**config.mk**
```make
export PLATFORM = sky130hd
export DESIGN_NAME = lrc_regs
export DESIGN_NICKNAME = d
export VERILOG_FILES = /design/src/logic/lrc_pkg.sv /design/src/logic/lrc_regs.sv
export SDC_FILE = /design/constraint.sdc
export NUM_CORES = 1
export LEC_CHECK = 0
export ABC_AREA = 1
export BUFFER_PORTS_ARGS = -buffer_cell sky130_fd_sc_hd__buf_2
export CORE_ASPECT_RATIO = 1.25
export CORE_MARGIN = 3
export CORE_UTILIZATION = 30
export CTS_CLUSTER_SIZE = 12
export DETAILED_ROUTE_END_ITERATION = 7
export GPL_ROUTABILITY_DRIVEN = 1
export HOLD_SLACK_MARGIN = 0.12
export PLACE_DENSITY = 0.51
export SETUP_SLACK_MARGIN = 0.05
export SLEW_MARGIN = 5
export SYNTH_ARGS = -nofsm -noshare
export SYNTH_HDL_FRONTEND = slang
export SYNTH_SLANG_ARGS = --single-unit
```
**constraint.sdc**
```tcl
create_clock -name sys_clk -period 12.27 [get_ports sys_clk]
set_clock_uncertainty 0.05 [all_clocks]
set_input_delay 0 -clock sys_clk [delete_from_list [all_inputs] [get_ports sys_clk]]
set_output_delay 0 -clock sys_clk [all_outputs]
set_load 0.02 [all_outputs]
```
**src/logic/lrc_pkg.sv**
```systemverilog
package lrc_pkg;
  // register offsets, 8-bit address space
  localparam logic [7:0] LDO_A_VSEL_OFS = 8'h50;
  localparam logic [7:0] LDO_A_CTRL_OFS = 8'h51;
  localparam logic [7:0] LDO_B_VSEL_OFS = 8'h54;
  localparam logic [7:0] LDO_B_CTRL_OFS = 8'h55;
  localparam logic [7:0] LDO_C_VSEL_OFS = 8'h60;
  localparam logic [7:0] LDO_C_CTRL_OFS = 8'h61;
  localparam logic [7:0] LDO_D_VSEL_OFS = 8'h64;
  localparam logic [7:0] LDO_D_CTRL_OFS = 8'h65;
  // interrupt registers
  localparam logic [7:0] IRQ_STATUS_OFS = 8'h68;
  localparam logic [7:0] IRQ_CLEAR_OFS = 8'h69;
  localparam logic [7:0] IRQ_ENABLE_OFS = 8'h6A;
  // control field positions
  localparam int CTRL_ON_BIT = 7;
  localparam int CTRL_DIS_BIT = 6;
  localparam int CTRL_LOW_QUIESCENT_MODE_BIT = 5;
  localparam int CTRL_DLY_LSB = 2;
  localparam int CTRL_FIE_BIT = 1;
  localparam int CTRL_PG_BIT = 0;
  localparam int VSEL_W = 6;
  localparam int DLY_W = 3;
  localparam int NUM_LDO = 4;
  // reset values
  localparam logic [5:0] VSEL_RST = 6'h00;
  localparam logic [7:0] CTRL_RST = 8'h00;
  localparam logic [3:0] IRQ_EN_RST = 4'h0;
  // turn-on delay: one step of the delay field
  localparam int DLY_STEP_US = 100;
  localparam int CLK_NS = 100;
  localparam int DLY_STEP_CYC = (DLY_STEP_US * 1000) / CLK_NS;
endpackage : lrc_pkg

```
**src/logic/lrc_regs.sv**
```systemverilog
// Strobed register access is this design's own decision.
`timescale 1ns/100ps
`default_nettype none
// How it works
// - voltage register holds 6-bit code in bits 5:0; bits 7:6 read zero.
// - control bit 7 switches the regulator on or off.
// - control bit 6 discharges the output while the regulator is off.
// - control bit 5 selects low quiescent current mode.
// - control bits 4:2 select the turn-on delay before enabling.
// - control bit 1 lets that regulator's faults raise an interrupt.
// - control bit 0 reads power good, one above threshold.
module lrc_regs (
  input wire logic sys_clk,
  input wire logic rst,
  input wire logic clk_en,
  input wire logic [7:0] addr,
  input wire logic [7:0] wdata,
  input wire logic wr_stb,
  input wire logic rd_stb,
  output logic [7:0] rdata,
  input wire logic [3:0] pgood_pin,
  input wire logic [3:0] fault_pin,
  output logic [3:0] ldo_on,
  output logic [3:0] ldo_discharge,
  output logic [3:0] ldo_low_quiescent_mode,
  output logic [23:0] voltage_select_code,
  output logic irq
);

  typedef struct packed {
    logic [3:0][5:0] vsel;
    logic [3:0] en;
    logic [3:0] dis;
    logic [3:0] low_quiescent_mode;
    logic [3:0][2:0] dly;
    logic [3:0] fie;
    logic [3:0][15:0] dcnt;
    logic [3:0] on;
    logic [3:0] disout;
    logic [3:0] pg_s1;
    logic [3:0] pg_s2;
    logic [3:0] ft_s1;
    logic [3:0] ft_s2;
    logic [3:0] ft_d;
    logic [3:0] sts;
    logic [3:0] irq_en;
    logic irq;
    logic [7:0] rdata;
  } lrc_state_s;

  lrc_state_s st_reg;
  lrc_state_s st_next;

  // decode an address into regulator index and kind
  function automatic logic [3:0] lrc_hit(input logic [7:0] a, input logic ctrl);
    logic [3:0] h;
    h = 4'h0;
    h[0] = ctrl ? (a == lrc_pkg::LDO_A_CTRL_OFS) : (a == lrc_pkg::LDO_A_VSEL_OFS);
    h[1] = ctrl ? (a == lrc_pkg::LDO_B_CTRL_OFS) : (a == lrc_pkg::LDO_B_VSEL_OFS);
    h[2] = ctrl ? (a == lrc_pkg::LDO_C_CTRL_OFS) : (a == lrc_pkg::LDO_C_VSEL_OFS);
    h[3] = ctrl ? (a == lrc_pkg::LDO_D_CTRL_OFS) : (a == lrc_pkg::LDO_D_VSEL_OFS);
    return h;
  endfunction : lrc_hit

  logic [3:0] vhit;
  logic [3:0] chit;
  assign vhit = lrc_hit(addr, 1'b0);
  assign chit = lrc_hit(addr, 1'b1);

  // next-state logic
  always_comb
  begin
    logic [3:0] fev;
    logic [3:0] clr;
    st_next = st_reg;
    fev = 4'h0;
    clr = 4'h0;
    st_next.pg_s1 = pgood_pin;
    st_next.pg_s2 = st_reg.pg_s1;
    st_next.ft_s1 = fault_pin;
    st_next.ft_s2 = st_reg.ft_s1;
    st_next.ft_d = st_reg.ft_s2;
    if (wr_stb && addr == lrc_pkg::IRQ_CLEAR_OFS)
    begin
      clr = wdata[3:0];
    end
    if (wr_stb && addr == lrc_pkg::IRQ_ENABLE_OFS)
    begin
      st_next.irq_en = wdata[3:0];
    end
    for (int i = 0; i < lrc_pkg::NUM_LDO; i++)
    begin
      if (wr_stb && vhit[i])
      begin
        st_next.vsel[i] = wdata[5:0];
      end
      if (wr_stb && chit[i])
      begin
        st_next.en[i] = wdata[lrc_pkg::CTRL_ON_BIT];
        st_next.dis[i] = wdata[lrc_pkg::CTRL_DIS_BIT];
        st_next.low_quiescent_mode[i] = wdata[lrc_pkg::CTRL_LOW_QUIESCENT_MODE_BIT];
        st_next.dly[i] = wdata[lrc_pkg::CTRL_DLY_LSB +: lrc_pkg::DLY_W];
        st_next.fie[i] = wdata[lrc_pkg::CTRL_FIE_BIT];
      end
      // turn-on delay counts down cycles, dly steps of DLY_STEP_CYC each, then enables the output
      if (!st_reg.en[i])
      begin
        st_next.on[i] = 1'b0;
        // load from the field being written, so enable and delay may share one write
        st_next.dcnt[i] = 16'(st_next.dly[i]) * 16'(lrc_pkg::DLY_STEP_CYC);
      end
      else if (st_reg.dcnt[i] != 16'h0000)
      begin
        st_next.dcnt[i] = st_reg.dcnt[i] - 16'h0001;
      end
      else
      begin
        st_next.on[i] = 1'b1;
      end
      st_next.disout[i] = st_reg.dis[i] && !st_next.on[i];
      fev[i] = st_reg.ft_s2[i] && !st_reg.ft_d[i] && st_reg.fie[i];
    end
    // set wins over clear
    st_next.sts = (st_reg.sts & ~clr) | fev;
    st_next.irq = |(st_next.sts & st_next.irq_en);
    // read data, valid the cycle after the strobe
    st_next.rdata = 8'h00;
    if (rd_stb)
    begin
      for (int i = 0; i < lrc_pkg::NUM_LDO; i++)
      begin
        if (vhit[i])
        begin
          st_next.rdata = {2'b00, st_reg.vsel[i]};
        end
        if (chit[i])
        begin
          st_next.rdata = {st_reg.en[i], st_reg.dis[i], st_reg.low_quiescent_mode[i], st_reg.dly[i],
                           st_reg.fie[i], st_reg.pg_s2[i]};
        end
      end
      if (addr == lrc_pkg::IRQ_STATUS_OFS)
      begin
        st_next.rdata = {4'h0, st_reg.sts};
      end
      if (addr == lrc_pkg::IRQ_ENABLE_OFS)
      begin
        st_next.rdata = {4'h0, st_reg.irq_en};
      end
    end
  end

  // state register
  always_ff @(posedge sys_clk or posedge rst)
  begin
    if (rst)
    begin
      st_reg <= '0;
    end
    else if (clk_en)
    begin
      st_reg <= st_next;
    end
  end

  assign rdata = st_reg.rdata;
  assign ldo_on = st_reg.on;
  assign ldo_discharge = st_reg.disout;
  assign ldo_low_quiescent_mode = st_reg.low_quiescent_mode;
  assign voltage_select_code = st_reg.vsel;
  assign irq = st_reg.irq;
endmodule : lrc_regs
`default_nettype wire

```
# After elaboration in Yosys (flattened, before gate mapping)
# Index checks and enable logic that the tools add are counted.
# word_totals
elab_cells	146
output_inout_bits	45
register_bits	161
input_bits	29
# op_classes
mux	33
n_bitwise	4
n_eq_ne	15
addsub	4
n_reduce_logical	47
mul	4
# ops
op	n
2-to-1 mux 16 bit	8
equality test 8 x 7 -> 1 bit (second input constant)	11
2-to-1 mux 8 bit	10
nonzero test 16 bit	4
subtractor 16 x 1 -> 16 bit (second input constant)	4
multiplier 3 x 7 -> 10 bit (second input constant)	4
AND reduction 2 bit	12
logical AND 1 bit	22
2-to-1 mux 3 bit	4
bitwise AND 4 bit	2
zero test 1 bit	8
2-to-1 mux 1 bit	8
2-to-1 mux 4 bit	2
!= test 2 x 1 -> 1 bit (second input constant)	4
2-to-1 mux 6 bit	1
inverter 4 bit	1
OR 4 bit	1
OR reduction 4 bit	1

# Logic depth before layout (Yosys ltp)
# Gate-level depths: netlist (run 1).
# depth
word_depth	12
ltp_mapped	22
ltp_nobuf	22

# Worst setup path after synthesis (run 1)
# OpenSTA, ideal clock, no wires.
# synth_path
path_type	input -> register
start	input addr[1]
end	register st_reg[103] (netlist name)
t_required_ps	12137
setup_slack_ps	9100
n_path_buf	0
setup_time_ps	83
stages	16
arrival_ps	3038
cell_sequence	inv_1 nand2_1 nor2_4 nand2_4 inv_1 nand2_1 a21oi_1 inv_1 fa_1 inv_1 fa_1 fa_1 o21ai_0 a21o_1 a21oi_1 o21ai_0
# synth_lines
item	line	source
from (decl)	lrc_regs.sv:16	input wire logic [7:0] addr,
to (signal assigned)	lrc_regs.sv:162	st_reg <= st_next;
to (decl)	lrc_regs.sv:51	lrc_state_s st_reg;

==> results of run 1 <==
[stage by stage]
| step | worst slack (ps) | total power (W) |
|---|---|---|
| 2_1_floorplan | 7870 | 0.000986 |
| 3_3_place_gp | 8670 | 0.00108 |
| 3_5_place_dp | 8540 | 0.00108 |
| 4_1_cts | 8590 | 0.00163 |
| 5_1_grt | 8250 | 0.00172 |
| 6_report | 8560 | 0.00161 |
[logic make-up (layout without fill, tap and decap cells)]
| kind of cell | after synthesis | after routing | synth area share (%) |
|---|---|---|---|
| xor gates and xnor gates | 20 | 20 | 1.78 |
| adders and majority gates | 50 | 50 | 7.12 |
| and+or+nand+nor | 549 | 549 | 23.8 |
| AOI/OAI and AO/OA | 280 | 280 | 15.5 |
| buffers and inverters | 230 | 282 | 10.8 |
| DFF | 161 | 161 | 41.0 |
[layout make-up]
type / count / area, µm² / share of cell area (%)
Clock buffer: 25 / 485 / 4.39
Clock inverter: 6 / 80.1 / 0.725
Inverter: 150 / 568 / 5.14
Multi-Input combinational cell: 899 / 4750 / 42.9
Sequential cell: 161 / 4030 / 36.5
Tap cell: 412 / 515 / 4.66
Timing Repair Buffer: 101 / 628 / 5.68
[worst max-delay path, stage by stage]
cell	delay (ps)
dlygate4sd3_1	530
buf_2	150
nor3_4	320
nand2_4	150
inv_1	150
nand2_1	160
a21oi_1	410
inv_1	160
fa_1	500
inv_1	100
fa_1	480
fa_1	390
o21ai_0	170
a21o_1	130
a21oi_1	60
o21ai_0	140
[final timing paths]
check,start,to,slack [ps],depth (start not counted)
max,addr[4],st_reg[103]$_DFFE_PP0P_,8560,16
min,addr[1],rdata[0]$_DFFE_PP0P_,130,6
max reg2reg,st_reg[118]$_DFFE_PP0P_,st_reg[71]$_DFFE_PP0P_,9230,10
min reg2reg,ldo_discharge[0]$_DFFE_PP0P_,ldo_discharge[0]$_DFFE_PP0P_,420,2
max in group asynchronous,rst,st_reg[73]$_DFFE_PP0P_,10230,5
min in group asynchronous,rst,st_reg[98]$_DFFE_PP0P_,150,3
[cells in the mapped netlist (2+ instances only)]
cell        n  area, µm²
a22o_1      3       26.3
a21oi_1    60        300
o22ai_1    16        100
buf_2       7       35.0
a22oi_1     2       15.0
nand2_2     4       25.0
nor2_1    129        484
nor3_1     13       65.1
o21ai_0   161        806
a211o_1     2       17.5
nor3_4      2       32.5
fa_1       10        200
buf_6       2       22.5
xor2_1     17        149
or2_2       9       56.3
a21o_1      3       22.5
nand3b_1    2       15.0
nand4_1    14       87.6
nor3_2      2       20.0
buf_4      46        345
nor2_2      2       12.5
dfrtp_1   161       4030
xnor2_1     3       26.3
nand2_1   284       1070
ha_1       40        500
inv_1     148        556
o31ai_1    11       82.6
nand3_1    75        375
a31oi_1     6       37.5
clkbuf_1   22       82.6
nor4_1      8       50.1
o211ai_1    5       37.5
buf_1       3       11.3
o21a_1      7       52.6
[where the power goes]
| group | internal [W] | switching, W |
|---|---|---|
| Sequential | 0.000622 | 0.0000848 |
| Combinational | 0.000137 | 0.000234 |
| Clock | 0.000314 | 0.000220 |
[metal layers]
| metal | vias up | wire length (µm) | part of all wire, % | GRT usage (%) |
|---|---|---|---|---|
| li1 | 4283 | - | - | - |
| met1 | 4035 | 12000 | 44 | 19.6 |
| met2 | 105 | 14300 | 52 | 29.5 |
| met3 | 30 | 558 | 2.0 | 2.36 |
| met4 | 0 | 483 | 1.8 | 4.71 |
| met5 | - | 0 | 0 | 0 |
==> impl_metrics.py, run 1 <==
metrics = {
    "placed_design": {
        "portBuffers": 73,
        "placed_cells": 1702,
        "hpwl_um": 20200,
        "gp_congestion": 0.836,
        "place_area_um2": 10300,
    },
    "detailed_routing": {
        "drtIter0Drc": 460,
        "via_per_inst": 4.82,
        "vias": 8453,
        "drc": 0,
        "postRouteAntennaNets": 0,
        "wl_per_cell_um": 15.6,
        "drt_first_pass_iters": 5,
        "wl_um": 27300,
    },
    "floorplanning": {
        "initial_core_util_pct": 30.7,
        "dieArea_um2": 35000,
        "row_count": 73,
        "fp.dieH_um": 208,
        "fp.dieW_um": 168,
        "core-area_um2": 32100,
        "ios": 74,
    },
    "global_routing": {
        "grt_remaining_overflow": 0,
        "grt_usage_pct": 16.2,
        "grt_pass1_vias": 8519,
        "grt_pass1_wl_um": 45500,
        "antenna_found_initial": 0,
        "grt_max_degree": 64,
    },
    "power": {
        "powerDensity_nw_per_um2": 146,
        "irDropWorstVdd_mv": 0.0945,
        "leakagePower_nw": 5.52,
    },
    "synth": {
        "yosys_warnings": 0,
        "avgSynthCellArea_um2": 7.62,
        "ys_seq_area_share_pct": 41.0,
        "synthArstFlopShare_pct": 100,
        "synth_cell_types": 45,
        "ys.flop_type": "dfrtp_1",
        "syn_area_um2": 9830,
        "synthesis.nets": 1369,
        "synthCells": 1290,
        "synth-seq-cells": 161,
        "synth_edf_count": 0,
    },
    "sta": {
        "max_freq_ghz": 0.269,
        "slew_headroom_pct": 44.8,
        "whs_ps": 128,
        "post-route-period-util_pct": 30.3,
        "rsz0062_at_grt": "no",
        "slew_viol_final": 0,
        "setup-tns-final_ps": 0,
        "period_minus_slack_ps": 3710,
        "worst_pin_slew_ps": 828,
        "finalHoldViolations": 0,
        "setup_violations": 0,
    },
    "cells_and_area": {
        "mostFrequentLayoutCells": "nand2_1 (284), o21ai_0 (161), dfrtp_1 (161)",
        "fin_area_um2": 11100,
        "nets": 1409,
        "fillCellCount": 3410,
        "n_antenna_cell": 0,
        "syn2layout_area_growth_pct": 12.4,
        "fin_cells": 1754,
        "drive_gt1_share_pct": 9.76,
        "fin_util_pct": 34.5,
        "layout_commonest_cell": "nand2_1",
        "largest_register_ffs": 104,
    },
    "clock_network": {
        "cts_resized": 0,
        "cts_sinks": 161,
        "cts_made_buffers": 17,
        "htree_levels": 4,
        "postCtsSetupBuffers": 0,
        "hold_buffers": 21,
        "clockBufferDepth": 2,
        "cts_root_buf": "clkbuf_16",
        "clk-insertion-delay-late_ps": 440,
        "clkSlewWorstSetupHoldPaths_ps": 60,
        "cts_tree": "yes",
    },
    "critical_path": {
        "cp.arrival_ps": 4020,
        "crit_required_ps": 12580,
        "path_class": "primary input to flop",
        "end_kind": "flop",
        "cp-start-kind": "primary input",
        "cp_max_fo": 9,
    },
    "worst_hold_path": {
        "hold_path.class": "primary input to flop",
    },
    "status": {
        "status": "finished clean",
    },
    "flow_run": {
        "max-cap-violations": 0,
    },
}
Note: power is estimated with default switching activity, not from simulation.
==> run 2, diff against run 1 <==
ABC_AREA = 0   (was 1)
PLACE_DENSITY = 0.52   (was 0.51)
clock period = 3.25 ns   (was 12.27 ns; I/O delays follow)
==> run 2 against run 1 <==
Non-clock buffer count rose by 46; clock-buffer cell count fell by 8; sequential power rose to 3.4 times the previous value; global-route usage fell by 0.93 points; register-to-register slack got worse by 8900 ps; worst hold slack improved by 16 ps; via count fell by 9.1%; combinational power rose by 140%; synthesized area fell by 1.2%; die area fell by 1.1%; critical path type unchanged; largest cell class unchanged; largest power group unchanged.
==> impl_metrics.py, run 2 <==
metrics = {
    "synth": {
        "synth_edf_count": 0,
        "ys_seq_area_share_pct": 41.5,
        "yosysTopAreaCell": "dfrtp_1",
        "synthesis.nets": 1071,
        "synth_xor_area_share_pct": 0.991,
        "avgSynthCellArea_um2": 9.80,
        "synth.most_common_cell": "dfrtp_1",
        "synthArstFlopShare_pct": 100,
        "synth_top_family_by_area": "compound AO/OA/AOI/OAI gates",
        "synthTopCellsByArea": "dfrtp_1 (41%), mux2_2 (8.7%), ha_1 (5.1%)",
        "yosys.area_share.simple_pct": 15.7,
        "synth_top_cell_area_share_pct": 41.5,
        "synth-seq-cells": 161,
        "synthMuxAreaShare_pct": 11.5,
        "synth_compound_area_share_pct": 16.7,
        "synthAdderAreaFrac_pct": 7.21,
        "yosys_warnings": 0,
        "synth_common_cells": "dfrtp_1 (161), nand2_1 (80), mux2_2 (75)",
        "syn_area_um2": 9720,
        "ys.flop_type": "dfrtp_1",
        "synthCells": 992,
        "synth_cell_types": 69,
    },
    "cells_and_area": {
        "drive_gt1_share_pct": 22.6,
        "largest_register_ffs": 104,
        "layout_commonest_cell": "dfrtp_1",
        "nets": 1152,
        "syn2layout_area_growth_pct": 17.0,
        "mostFrequentLayoutCells": "dfrtp_1 (161), nand2_1 (80), mux2_2 (75)",
        "fin_cells": 1498,
        "n_antenna_cell": 0,
    },
    "clock_network": {
        "clkSlewWorstSetupHoldPaths_ps": 70,
        "cts_sinks": 161,
        "clockBufferDepth": 2,
        "postCtsSetupBuffers": 0,
        "cts_tree": "yes",
        "cts_root_buf": "clkbuf_16",
        "htree_levels": 4,
        "cts_made_buffers": 17,
        "clk-insertion-delay-late_ps": 440,
    },
    "placed_design": {
        "portBuffers": 73,
        "gp_congestion": 0.868,
        "hpwl_um": 19400,
        "placed_cells": 1442,
    },
    "floorplanning": {
        "dieArea_um2": 34600,
        "fp.dieW_um": 167,
        "ios": 74,
        "fp.dieH_um": 207,
        "initial_core_util_pct": 30.5,
        "row_count": 73,
        "core-area_um2": 31900,
    },
    "detailed_routing": {
        "drtIter0Drc": 312,
        "postRouteAntennaNets": 0,
        "vias": 7680,
        "drc": 0,
        "drt_first_pass_iters": 5,
        "wl_per_cell_um": 17.4,
        "via_per_inst": 5.13,
        "wl_um": 26100,
    },
    "sta": {
        "rsz0062_at_grt": "no",
        "setup_violations": 0,
        "period_minus_slack_ps": 2990,
        "max_freq_ghz": 0.335,
        "worst_pin_slew_ps": 974,
        "slew_headroom_pct": 35.1,
        "finalHoldViolations": 0,
        "post-route-period-util_pct": 91.9,
        "whs_ps": 145,
        "slew_viol_final": 0,
    },
    "power": {
        "powerDensity_nw_per_um2": 464,
        "irDropWorstVdd_mv": 0.362,
        "leakagePower_nw": 5.33,
    },
    "global_routing": {
        "grt_remaining_overflow": 0,
        "grt_max_degree": 78,
        "grt_usage_pct": 15.2,
        "antenna_found_initial": 3,
        "grt_pass1_vias": 7644,
        "grt_pass1_wl_um": 42600,
    },
    "critical_path": {
        "cp-start-kind": "primary input",
        "crit_required_ps": 3520,
        "cp_max_fo": 7,
        "path_class": "primary input to flop",
        "cp.arrival_ps": 3260,
        "reg2reg_setup_slack_ps": 360,
        "end_kind": "flop",
    },
    "status": {
        "status": "finished clean",
    },
    "flow_run": {
        "max-cap-violations": 0,
    },
    "worst_hold_path": {
        "hold_path.class": "primary input to flop",
    },
}
## run 2: changes by cell type in the layout (fill, tap and decap cells not counted), sizes merged, moves of 27 or more
cell,delta
mux2,+75
inv,-110
nor2,-75
mux2i,+27
nand2,-209
buf,+42
o21ai,-91
nand3,-30
## run 2: what timing repair did
action,in CTS,in global routing
resized for setup,0,1
hold buffers,24,0
hold endpoints to repair,236,0
setup endpoints to repair,0,1
## run 2: worst paths after layout
| kind | depth (start not counted) | startpoint | end |
|---|---|---|---|
| worst min-delay path | 6 | addr[1] | st_reg[113]$_DFFE_PP0P_ |
| min in group asynchronous | 4 | rst | rdata[5]$_DFFE_PP0P_ |
| worst min register to register | 1 | ldo_discharge[3]$_DFFE_PP0P_ | ldo_discharge[3]$_DFFE_PP0P_ |
| worst max register to register | 10 | st_reg[121]$_DFFE_PP0P_ | st_reg[88]$_DFFE_PP0P_ |
| worst max-delay path | 13 | wr_stb | st_reg[88]$_DFFE_PP0P_ |
| max in group asynchronous | 5 | rst | ldo_on[0]$_DFFE_PP0P_ |
## run 2: where the power goes
group | internal, W | switching [W] | leakage (nW) | total [W]
sequential | 0.00218 | 0.000187 | 2.09 | 0.00237
combinational | 0.000400 | 0.000496 | 2.96 | 0.000896
clock | 0.00103 | 0.000980 | 0.279 | 0.00201
## run 2: per-layer routing
layer  vias to the layer above  GRT usage, %  share of wire [%]
li1                       3768             -                  -
met5                         -             0               0.13
met3                        40          2.86                3.3
met2                       166          25.4                 48
met4                         6          5.72                2.7
met1                      3700          19.7                 45
## run 2: logic make-up after synthesis
group,after synthesis
adder cells (fa/ha/maj),50
XOR/XNOR,11
AND/OR/NAND/NOR,298
AO/OA/AOI/OAI,252
multiplexers,102
flip-flops,161
buffers and inverters,118
## run 2: final cells by class
class                           instances  area, µm²
Fill cell                            3231      20500
Multi-Input combinational cell        713       5110
Sequential cell                       161       4030
Timing Repair Buffer                  147       1010
Tap cell                              412        515
Clock buffer                           17        425
Clock inverter                         15        163
Inverter                               33        128
## run 2: metrics by stage
step                      worst slack (ps)  power (W)  util (%)  cell area (µm²)  setup TNS (ps)
after floorplan                       61.6    0.00303         -             9760               0
after global placement                83.8    0.00328      33.1            10500               0
after detailed placement             -6.56    0.00329      33.1            10500           -6.56
after CTS                              286    0.00536      35.7            11400               0
after global routing                  72.6    0.00558      35.7            11400               0
final                                  262    0.00528      35.7            11400               0
## run 2: critical path: stages
cell and delay [ps]:
dlygate4sd3_1 540, clkbuf_4 210, nand3_2 130, mux2_2 360, ha_1 320, ha_1 360
ha_1 330, a21o_1 170, a21o_1 180, a21oi_1 170, xor2_1 170, nor2_1 60
a221o_1 270
